[src/verilog/ch2_diag_consts.svh]
// Offsets, field positions, reset values and timing figures of channel 2 regs
// How it works
// - 4-bit overcurrent code, 10 A to 70 A, resets 8
// - Bit 15 set disables voltage sensing, reset 1
// - Bit 14 set disables temperature sensing, reset 1
// - Bit 13 set disables current sensing, reset 0
// - Bits 12-11 open-load threshold, storage only
// - Bit 10 selects unity or eightfold current gain
// - Bit 9 selects accurate on-state open-load mode
// - Bits 8-7 blanking 0.4, 1, 2, 4 ms
// - Bits 6-5 pull-up 32 to 256 microamps
// - Bit 4 off-state open-load check, blocked on/fault
// - Bit 3 supply-short check, blocked on/fault
// - Bit 2: 0 auto retry, 1 latch off
// - Bits 1-0 slew code, reset 2
// - Current result: value 9-0, fresh flag 10
// - Temperature result: value 9-0, fresh flag 10
// - Fresh flag set on conversion, cleared by read
// - Inrush window code 0-7, 0 to 100 ms
`ifndef CH2_DIAG_CONSTS_SVH
`define CH2_DIAG_CONSTS_SVH

// ------------------------------------------------------------------
// Register offsets
// ------------------------------------------------------------------
`define OFS_CH2_LIMIT     8'h17
`define OFS_CH2_DIAG      8'h18
`define OFS_CH2_CURRENT   8'h19
`define OFS_CH2_TEMP      8'h1A

// ------------------------------------------------------------------
// Reset values and field positions
// ------------------------------------------------------------------
`define RST_CH2_DIAG      16'hC002
`define RST_CH2_LIMIT     16'h0088
`define RST_OC_CODE       4'h8
`define OC_CODE_MAX       4'hC
`define BIT_VSNS_OFF      15
`define BIT_TSNS_OFF      14
`define BIT_ISNS_OFF      13
`define BIT_GAIN          10
`define BIT_ON_OL         9
`define BIT_OFF_OL        4
`define BIT_SHORT_CHK     3
`define BIT_LATCH         2
`define BIT_FRESH         10

// ------------------------------------------------------------------
// Timing: figures in microseconds, clock in MHz
// ------------------------------------------------------------------
`define CLK_MHZ           20
`define BLANK0_US         400
`define BLANK1_US         1000
`define BLANK2_US         2000
`define BLANK3_US         4000
`define INRUSH_UNIT_US    1000

`endif

[src/verilog/ch2_diag_pkg.sv]
// Types shared by the channel 2 diagnostic register bank
package ch2_diag_pkg;

	// Diagnostic configuration fields in register order
	typedef struct packed {
		logic       voltage_sense_off;
		logic       temperature_sense_off;
		logic       current_sense_off;
		logic [1:0] on_open_load_threshold;
		logic       current_gain_select;
		logic       on_open_load_check;
		logic [1:0] fault_blanking_code;
		logic [1:0] pullup_strength_code;
		logic       off_open_load_check;
		logic       supply_short_check;
		logic       fault_latch_select;
		logic [1:0] slew_code;
	} diag_cfg_s;

	// One converter result as seen by the bank
	typedef struct packed {
		logic       valid;
		logic [9:0] value;
	} conv_s;

	// Retry sequencer after a fault shutdown
	typedef enum logic [1:0] {
		CH_RUN     = 2'b00,
		CH_WAIT    = 2'b01,
		CH_LATCHED = 2'b10
	} chan_state_e;

endpackage : ch2_diag_pkg

[src/verilog/ch2_diag_sense_regs.sv]
// Channel 2 diagnostic, limit and converter result register bank
`timescale 1ns/1ns
`include "ch2_diag_consts.svh"

module channel2_diag_sense_regs
	import ch2_diag_pkg::*;
#(
	parameter int RETRY_US   = 10000,
	parameter int INRUSH_MAX = 100
) (
	// Clock and reset
	input  wire logic        clk_i,
	input  wire logic        rst_b_i,
	// Register port from the serial front end
	input  wire logic        reg_wr_i,
	input  wire logic        reg_rd_i,
	input  wire logic [7:0]  reg_addr_i,
	input  wire logic [15:0] reg_wdata_i,
	output logic      [15:0] reg_rdata_o,
	// Channel status from the power stage
	input  wire logic        ch_on_i,
	input  wire logic        ch_fault_i,
	input  wire logic        fault_shutdown_i,
	input  wire logic        thermal_ok_i,
	input  wire logic        switch_state_register_wr_i,
	// Raw fault detectors awaiting blanking
	input  wire logic        open_load_raw_i,
	input  wire logic        supply_short_raw_i,
	// Converter results
	input  wire conv_s       cur_conv_i,
	input  wire conv_s       temp_conv_i,
	// Controls to analog side
	output diag_cfg_s        diag_cfg_o,
	output logic      [3:0]  ch2_steady_overcurrent_code_o,
	output logic             steady_limit_active_o,
	output logic             retry_allow_o,
	output logic             open_load_fault_o,
	output logic             supply_short_fault_o,
	output logic             cur_conv_en_o,
	output logic             temp_conv_en_o,
	output logic             volt_conv_en_o
);

	// ------------------------------------------------------------------
	// Timing counts
	// ------------------------------------------------------------------
	localparam int BLANK0_CYC = `BLANK0_US * `CLK_MHZ;
	localparam int BLANK1_CYC = `BLANK1_US * `CLK_MHZ;
	localparam int BLANK2_CYC = `BLANK2_US * `CLK_MHZ;
	localparam int BLANK3_CYC = `BLANK3_US * `CLK_MHZ;
	localparam int MS_CYC     = `INRUSH_UNIT_US * `CLK_MHZ;
	localparam int RETRY_CYC  = RETRY_US * `CLK_MHZ;

	// ------------------------------------------------------------------
	// Storage
	// ------------------------------------------------------------------
	logic [15:0] diag_reg;
	logic [15:0] limit_reg;
	logic [9:0]  cur_value_reg;
	logic        cur_fresh_reg;
	logic [9:0]  temp_value_reg;
	logic        temp_fresh_reg;
	logic [16:0] ol_cnt_reg;
	logic [16:0] ss_cnt_reg;
	logic [16:0] ms_cnt_reg;
	logic [6:0]  inrush_ms_reg;
	logic [31:0] retry_cnt_reg;
	logic        ch_on_d_reg;
	chan_state_e state_reg;

	logic        cur_rd;
	logic        temp_rd;
	logic [16:0] blank_cyc;
	logic [6:0]  inrush_lim;

	// Blanking code to cycle count
	function automatic logic [16:0] blank_count(input logic [1:0] code);
		case (code)
			2'h0: blank_count = 17'(BLANK0_CYC);
			2'h1: blank_count = 17'(BLANK1_CYC);
			2'h2: blank_count = 17'(BLANK2_CYC);
			default: blank_count = 17'(BLANK3_CYC);
		endcase
	endfunction : blank_count

	// Inrush window code to whole milliseconds
	function automatic logic [6:0] inrush_ms(input logic [2:0] code);
		case (code)
			3'h0: inrush_ms = 7'h00;
			3'h1: inrush_ms = 7'h02;
			3'h2: inrush_ms = 7'h04;
			3'h3: inrush_ms = 7'h06;
			3'h4: inrush_ms = 7'h0A;
			3'h5: inrush_ms = 7'h14;
			3'h6: inrush_ms = 7'h32;
			default: inrush_ms = 7'(INRUSH_MAX);
		endcase
	endfunction : inrush_ms

	assign cur_rd  = reg_rd_i && (reg_addr_i == `OFS_CH2_CURRENT);
	assign temp_rd = reg_rd_i && (reg_addr_i == `OFS_CH2_TEMP);
	assign blank_cyc  = blank_count(diag_reg[8:7]);
	assign inrush_lim = inrush_ms(limit_reg[10:8]);

	// ------------------------------------------------------------------
	// Configuration writes
	// ------------------------------------------------------------------
	// Off-state checks may only be armed while off and fault free
	always_ff @(posedge clk_i) begin
		if (!rst_b_i) begin
			diag_reg <= `RST_CH2_DIAG;
		end else if (reg_wr_i && reg_addr_i == `OFS_CH2_DIAG) begin
			diag_reg <= reg_wdata_i;
			if (ch_on_i || ch_fault_i) begin
				diag_reg[`BIT_OFF_OL]    <= 1'b0;
				diag_reg[`BIT_SHORT_CHK] <= 1'b0;
			end
			// On-state accuracy mode refused while faulted
			if (ch_fault_i)
				diag_reg[`BIT_ON_OL] <= 1'b0;
		end else if (ch_on_i || ch_fault_i) begin
			diag_reg[`BIT_OFF_OL]    <= 1'b0;
			diag_reg[`BIT_SHORT_CHK] <= 1'b0;
		end
	end

	// Limit register; unsupported codes are stored as written
	always_ff @(posedge clk_i) begin
		if (!rst_b_i)
			limit_reg <= `RST_CH2_LIMIT;
		else if (reg_wr_i && reg_addr_i == `OFS_CH2_LIMIT)
			limit_reg <= reg_wdata_i;
	end

	// ------------------------------------------------------------------
	// Converter results and fresh flags
	// ------------------------------------------------------------------
	// A new conversion in the read cycle keeps the flag set
	always_ff @(posedge clk_i) begin
		if (!rst_b_i) begin
			cur_value_reg <= 10'h000;
			cur_fresh_reg <= 1'b0;
		end else if (cur_conv_i.valid && !diag_reg[`BIT_ISNS_OFF]) begin
			cur_value_reg <= cur_conv_i.value;
			cur_fresh_reg <= 1'b1;
		end else if (cur_rd) begin
			cur_fresh_reg <= 1'b0;
		end
	end

	always_ff @(posedge clk_i) begin
		if (!rst_b_i) begin
			temp_value_reg <= 10'h000;
			temp_fresh_reg <= 1'b0;
		end else if (temp_conv_i.valid && !diag_reg[`BIT_TSNS_OFF]) begin
			temp_value_reg <= temp_conv_i.value;
			temp_fresh_reg <= 1'b1;
		end else if (temp_rd) begin
			temp_fresh_reg <= 1'b0;
		end
	end

	// ------------------------------------------------------------------
	// Read data, registered
	// ------------------------------------------------------------------
	always_ff @(posedge clk_i) begin
		if (!rst_b_i)
			reg_rdata_o <= 16'h0000;
		else if (reg_rd_i) begin
			if (reg_addr_i == `OFS_CH2_DIAG)
				reg_rdata_o <= diag_reg;
			else if (reg_addr_i == `OFS_CH2_LIMIT)
				reg_rdata_o <= limit_reg;
			else if (cur_rd)
				reg_rdata_o <= {5'h00, cur_fresh_reg, cur_value_reg};
			else if (temp_rd)
				reg_rdata_o <= {5'h00, temp_fresh_reg, temp_value_reg};
			else
				reg_rdata_o <= 16'h0000;
		end
	end

	// ------------------------------------------------------------------
	// Fault blanking timers
	// ------------------------------------------------------------------
	// A fault must persist for the whole blanking time to register
	always_ff @(posedge clk_i) begin
		if (!rst_b_i) begin
			ol_cnt_reg        <= 17'h00000;
			open_load_fault_o <= 1'b0;
		end else if (!open_load_raw_i) begin
			ol_cnt_reg        <= 17'h00000;
			open_load_fault_o <= 1'b0;
		end else if (ol_cnt_reg + 17'h00001 >= blank_cyc) begin
			open_load_fault_o <= 1'b1;
		end else begin
			ol_cnt_reg <= ol_cnt_reg + 17'h00001;
		end
	end

	always_ff @(posedge clk_i) begin
		if (!rst_b_i) begin
			ss_cnt_reg           <= 17'h00000;
			supply_short_fault_o <= 1'b0;
		end else if (!supply_short_raw_i) begin
			ss_cnt_reg           <= 17'h00000;
			supply_short_fault_o <= 1'b0;
		end else if (ss_cnt_reg + 17'h00001 >= blank_cyc) begin
			supply_short_fault_o <= 1'b1;
		end else begin
			ss_cnt_reg <= ss_cnt_reg + 17'h00001;
		end
	end

	// ------------------------------------------------------------------
	// Inrush window: steady limit takes over when it ends
	// ------------------------------------------------------------------
	always_ff @(posedge clk_i) begin
		if (!rst_b_i) begin
			ch_on_d_reg   <= 1'b0;
			ms_cnt_reg    <= 17'h00000;
			inrush_ms_reg <= 7'h00;
		end else begin
			ch_on_d_reg <= ch_on_i;
			if (!ch_on_i || !ch_on_d_reg) begin
				ms_cnt_reg    <= 17'h00000;
				inrush_ms_reg <= 7'h00;
			end else if (inrush_ms_reg < inrush_lim) begin
				if (ms_cnt_reg == 17'(MS_CYC - 1)) begin
					ms_cnt_reg    <= 17'h00000;
					inrush_ms_reg <= inrush_ms_reg + 7'h01;
				end else
					ms_cnt_reg <= ms_cnt_reg + 17'h00001;
			end
		end
	end

	// ------------------------------------------------------------------
	// Retry or latch after fault shutdown
	// ------------------------------------------------------------------
	always_ff @(posedge clk_i) begin
		if (!rst_b_i) begin
			state_reg     <= CH_RUN;
			retry_cnt_reg <= 32'h00000000;
		end else begin
			case (state_reg)
				CH_RUN: begin
					retry_cnt_reg <= 32'h00000000;
					if (fault_shutdown_i)
						state_reg <= diag_reg[`BIT_LATCH] ? CH_LATCHED
							: CH_WAIT;
				end
				CH_WAIT: begin
					if (retry_cnt_reg < 32'(RETRY_CYC))
						retry_cnt_reg <= retry_cnt_reg + 32'h00000001;
					else if (thermal_ok_i)
						state_reg <= CH_RUN;
				end
				CH_LATCHED: begin
					if (switch_state_register_wr_i)
						state_reg <= CH_RUN;
				end
				default: state_reg <= CH_RUN;
			endcase
		end
	end

	// ------------------------------------------------------------------
	// Outputs to the analog side
	// ------------------------------------------------------------------
	assign diag_cfg_o     = diag_cfg_s'(diag_reg);
	assign ch2_steady_overcurrent_code_o = limit_reg[3:0];
	assign steady_limit_active_o = ch_on_d_reg && ch_on_i
		&& (inrush_ms_reg >= inrush_lim);
	assign retry_allow_o  = (state_reg == CH_RUN);
	assign cur_conv_en_o  = !diag_reg[`BIT_ISNS_OFF];
	assign temp_conv_en_o = !diag_reg[`BIT_TSNS_OFF];
	assign volt_conv_en_o = !diag_reg[`BIT_VSNS_OFF];
endmodule : channel2_diag_sense_regs

[config.mk]
export PLATFORM = sky130hd
export DESIGN_NAME = channel2_diag_sense_regs
export DESIGN_NICKNAME = d
export VERILOG_FILES = /design/src/verilog/ch2_diag_pkg.sv /design/src/verilog/ch2_diag_sense_regs.sv
export VERILOG_INCLUDE_DIRS = /design/src /design/src/verilog
export SDC_FILE = /design/constraint.sdc
export NUM_CORES = 1
export LEC_CHECK = 0
export BUFFER_PORTS_ARGS = -buffer_cell sky130_fd_sc_hd__clkbuf_2
export CORE_MARGIN = 3
export CORE_UTILIZATION = 58
export DETAILED_ROUTE_END_ITERATION = 8
export HOLD_SLACK_MARGIN = 0.15
export PLACE_DENSITY_LB_ADDON = 0.2
export REMOVE_ABC_BUFFERS = 1
export SYNTH_ARGS = -nofsm -noshare
export SYNTH_HDL_FRONTEND = slang
export SYNTH_SLANG_ARGS = --single-unit
export TNS_END_PERCENT = 100
[constraint.sdc]
create_clock -name clk_i -period 4.2 [get_ports clk_i]
set_input_delay 0.84 -clock clk_i [delete_from_list [all_inputs] [get_ports clk_i]]
set_output_delay 0.84 -clock clk_i [all_outputs]
set_load 0.01 [all_outputs]
# Word level (Yosys, flattened, before mapping)
# Cells that the tools add are included.
# Widths: inputs -> output; s select.
[totals]
regBits = 165
input_bits = 57
out_inout_bits = 43
[classes]
add_sub_neg = 5
magnitude_cmp = 5
eq_ne = 20
muxes = 23
n_bitwise = 1
reduce_logical = 28
[ops]
columns = ["op", "count"]
rows = [
  ["$pmux 32 s2", 1],
  ["$add 17x1->17 const B", 3],
  ["$pmux 17 s3", 1],
  ["$pmux 7 s7", 1],
  ["$ge 17x17->1", 2],
  ["$add 32x1->32 const B", 1],
  ["$eq 8x5->1 const B", 4],
  ["$lt 32x18->1 const B", 1],
  ["$mux 16", 2],
  ["$mux 32", 1],
  ["$mux 11", 2],
  ["$eq 17x15->1 const B", 1],
  ["$mux 17", 1],
  ["$mux 2", 8],
  ["$ne 2x2->1 const B", 5],
  ["$eq 3x3->1 const B", 3],
  ["$logic_and 1x1->1", 8],
  ["$reduce_and 2->1", 4],
  ["$reduce_bool 2->1", 4],
  ["$add 7x1->7 const B", 1],
  ["$ge 7x7->1", 1],
  ["$lt 7x7->1", 1],
  ["$eq 3x2->1 const B", 2],
  ["$pmux 2 s3", 1],
  ["other kinds (11)", 23],
]

# Logic depth before layout (Yosys ltp)
[logic_depth]
ltp_word = 6
depth_mapped = 16

# Worst setup path after synthesis
# Ideal clock, no wire load.
[synth_path]
kind = "register -> register"
from = "reg ss_cnt_reg[0]"
to = "reg ss_cnt_reg[10]"
setup_time_ns = 0.116
arrival_ns = 3.237
required_time_ns = 4.084
path_slack_ns = 0.846
stages_incl_launch_ff = 14
path_buffers = 1
period_less_slack_ns = 3.354
path_cell_list = "dfxtp_1 > ha_1 > nand3_2 > nor4_4 > nand3_2 > or2_1 > xnor2_1 > ha_1 > nand3_1 > nor2_1 > nor3_1 > clkbuf_1 > a31oi_1 > a41o_1"
[synth_via]
elab_chain_len = 2
[synth_lines]
columns = ["item", "line", "source"]
rows = [
  ["start: declaration", "ch2_diag_sense_regs.sv:64", "logic [16:0] ss_cnt_reg;"],
  ["start signal: assignment", "ch2_diag_sense_regs.sv:211", "ss_cnt_reg <= ss_cnt_reg + 17'h00001;"],
  ["$add 17x1->17 *", "ch2_diag_sense_regs.sv:208, ch2_diag_sense_regs.sv:211", ""],
  ["$ge 17x17->1", "ch2_diag_sense_regs.sv:208", "end else if (ss_cnt_reg + 17'h00001 >= blank_cyc) begin"],
]
# Mark *: on every way between the ends. The rest lies on a longest branch, timed or not.
# A chain may end at the register's enable or synchronous reset.

# Worst setup path in the final report
[layout_path]
from = "reg limit_reg[8]"
to = "out steady_limit_active_o"
[layout_via]
elab_chain_len = 4
word_cells_on_any_way = 10
[layout_lines]
columns = ["item", "line", "source"]
rows = [
  ["start: declaration", "ch2_diag_sense_regs.sv:58", "logic [15:0] limit_reg;"],
  ["start signal: assignment", "ch2_diag_sense_regs.sv:130", "limit_reg <= `RST_CH2_LIMIT;"],
  ["start signal: assignment", "ch2_diag_sense_regs.sv:132", "limit_reg <= reg_wdata_i;"],
  ["$eq 3x3->1, or another cell as far along", "ch2_diag_sense_regs.sv:88", "case (code)"],
  ["$pmux 7 s7 *", "ch2_diag_sense_regs.sv:88", ""],
  ["$ge 7x7->1 *", "ch2_diag_sense_regs.sv:274", "&& (inrush_ms_reg >= inrush_lim);"],
  ["$logic_and 1x1->1 *", "ch2_diag_sense_regs.sv:274", ""],
  ["end: declaration", "ch2_diag_sense_regs.sv:35", "output logic steady_limit_active_o,"],
]
# Marked as above.

==> metrics.txt <==
status complete, no violations; Tmin final 3.88 ns; CP endpoint kind output port; Pwr Density 336 nW/um^2; flip-flop count of the largest register after layout 32; Initial Util 60.4%; initial drt markers 594; worst reg2reg path startpoint ol_cnt_reg[0]; Final #Nets 1,149; Final Cycle Share 92.5%; worst vdd ir 296 uV; 1st-pass router iterations 5; setup bufs post-CTS 0; Mapped Avg Cell Area 8.25 sq um; Hold Crit Endpoint temp_value_reg[0]; Critical Path Fanout Max 7; Max-slew headroom 31.9%; clk slew on worst S/H paths 0.06 ns; setup slack after layout 0.316 ns; fraction of layout cells with a size suffix above 1 14.7%; largest family of logic cells by synthesized area simple AND/OR/NAND/NOR gates; Async S/R FF share, synth 0%; simple logic cell fraction of the synthesized area 25.8%; post-synthesis compound-gate area fraction 17.2%; sequential area share after synthesis 40.7%; Final Hold Fails 0; htree depth 4; mux cell area share after synthesis 0.632%; Fin Clk Skew 0.00883 ns; post_cts resized 0; synthesis-stage register bit count 165; worst-margin pin slew 1.02 ns; GR Util All Layers 26.0%; # DRC 0; Post-DP HPWL 13,700 um; die height 124 um; FF-to-FF path depth 14; slowest stage delay, CP 0.60 ns; RR Endpoint ol_cnt_reg[6]; vias 7,333; yosys warns 0; pre-CTS setup slack 0.175 ns; Boundary Pins 100; XOR/XNOR Fraction of Synth Area 6.58%; Clock Sinks 165; CP arrival 3.04 ns; Syn Inst Count 984; commonest non-fill, non-tap cell in the layout dfxtp_1; Final Power 0.00309 W; Post-synth EDFFs 0; Setup CP Type reg -> out; internal reg-to-reg setup slack 0.35 ns; routability cong. 0.861; Peak Freq 0.257 GHz; Final Util 68.5%; I/O Buffers 99; Num CTS Buffers 17; post-synth cell types 65; CP delay by family, top compound AO/OA/AOI/OAI gates; WHS Path Cells 2; Worst-Skew Late Latency 0.43 ns; number of fill cells 1,166; Root Buffer clkbuf_16; Hold WC Path Type reg -> reg; die footprint 15,500 sq um; CTS Hold Bufs 0; pin count of the biggest net entering global routing 34; core area 13,500 sq um; first-pass GRT wire length 33,500 um; non-filler cells, final 1,244; initial antenna violation count 2; top_reg_cell synth dfxtp_1; Post-Place Cells 1,214; Startpoint Class flip-flop; grt ovf 0; Area Overhead vs Synth 13.5%; critical-path cell list xor2_1 > nand2_1 > ha_1 > a21o_1 > a21o_1 > a211oi_1 > o31ai_1 > and3_1 > clkbuf_2; Hold Crit Start temp_value_reg[0]; Required @ worst endpoint 3.36 ns; RSZ-0062 raised after global routing no; most frequent cells in the layout dfxtp_1, nand2_1, a21oi_1, clkbuf_2, nor2_1; Post-DRT Antenna Nets 0; Vias per Instance 5.89; crit path buf inv count 1; post-synth design cell area 8120 sq um; Slew Viols, Final 0; row cnt 42; Post-Synth Adder-Cell Area 5.39%; max-cap viol count 0; TritonCTS clock tree built; WL final 20,100 um; Setup TNS 0 ns; Max clock buf depth 2; Die Wd 124 um; Lkg Pwr 3.50 nW; via count of the first global-routing pass 6,933; Crit-path slowest cell a211oi_1; Avg WL per Cell 16.2 um; Final Setup Violations 0; most frequent CP cell a21o_1
==> final cells by class <==
| class | count | area, sq um | area share [%] |
|---|---|---|---|
| Multi-Input combinational cell | 744 | 4530 | 49.1 |
| Antenna cell | 1 | 2.50 | 0.0272 |
| Clock inverter | 8 | 56.3 | 0.611 |
| Timing Repair Buffer | 111 | 586 | 6.36 |
| Inverter | 18 | 67.6 | 0.733 |
| Sequential cell | 165 | 3300 | 35.9 |
| Tap cell | 176 | 220 | 2.39 |
| Clock buffer | 21 | 450 | 4.89 |
==> cells by family after synthesis <==
kind of cell | after synthesis
AOI/OAI and AO/OA | 222
xor gates and xnor gates | 61
adders and majority gates | 35
buffers and inverters | 75
DFF | 165
muxes | 5
and+or+nand+nor | 421
==> stage by stage <==
stage	instance area (sq um)	hold slack, ns
5_1_grt	9210	0.478
4_1_cts	9200	0.456
3_3_place_gp	8700	0.439
2_1_floorplan	7880	0.430
6_report	9210	0.454
3_5_place_dp	8700	0.446
==> worst max path at each step <==
stage	start	to	depth (start not counted)
global placement	ol_cnt_reg[0]	ol_cnt_reg[6]	15
global route	ol_cnt_reg[0]	ol_cnt_reg[16]	14
finish	limit_reg[8]	steady_limit_active_o	9
detailed placement	ol_cnt_reg[0]	ol_cnt_reg[6]	15
floorplan	ol_cnt_reg[0]	ol_cnt_reg[1]	14
CTS	ol_cnt_reg[0]	ol_cnt_reg[6]	15
==> worst min-delay path, cell delays in order, from the launching register on <==
cell,delay [ns]
dfxtp_1,0.31
nand2_1,0.05
a21oi_1,0.05
==> Yosys cell counts (4+ instances only) <==
master	number	area [sq um]
nor2b_1	6	37.5
nor2_1	71	267
and2_1	21	131
o31ai_1	13	97.6
a221o_1	11	110
nand2b_1	9	56.3
xor2_1	32	280
and4_1	6	52.6
nand3_1	39	195
nor4b_1	5	43.8
or3_1	18	113
buf_1	4	15.0
mux2i_1	4	40.0
buf_2	6	30.0
o21ai_0	44	220
nor3_1	17	85.1
a21oi_1	99	495
xnor2_1	29	254
buf_4	4	30.0
clkbuf_1	43	161
nand2_1	162	608
a22oi_1	5	37.5
inv_1	17	63.8
a41o_1	7	70.1
or4_1	13	97.6
ha_1	35	438
and3_1	7	43.8
nand4_1	14	87.6
dfxtp_1	165	3300
a211oi_1	7	52.6
nor4_1	15	93.8
a31oi_1	12	75.1
==> report_power, final <==
| group | leakage, nW | internal (W) | total [W] | switching [W] |
|---|---|---|---|---|
| Clock | 0.233 | 0.000759 | 0.00139 | 0.000627 |
| Combinational | 1.94 | 0.0000428 | 0.000117 | 0.0000741 |
| Sequential | 1.33 | 0.00158 | 0.00159 | 0.0000109 |
| Total | 3.50 | 0.00238 | 0.00309 | 0.000712 |
==> layer usage <==
layer  GRT usage (%)  wire length (um)  up-vias  part of all wire, %
met5               0                 7        -                0.035
met4            7.54               310        2                  1.5
met2            42.5              9420      229                   47
li1                -                 -     3636                    -
met3            5.96              1210       25                  6.0
met1            34.5              9160     3441                   46
(Power assumes the default switching activity.)
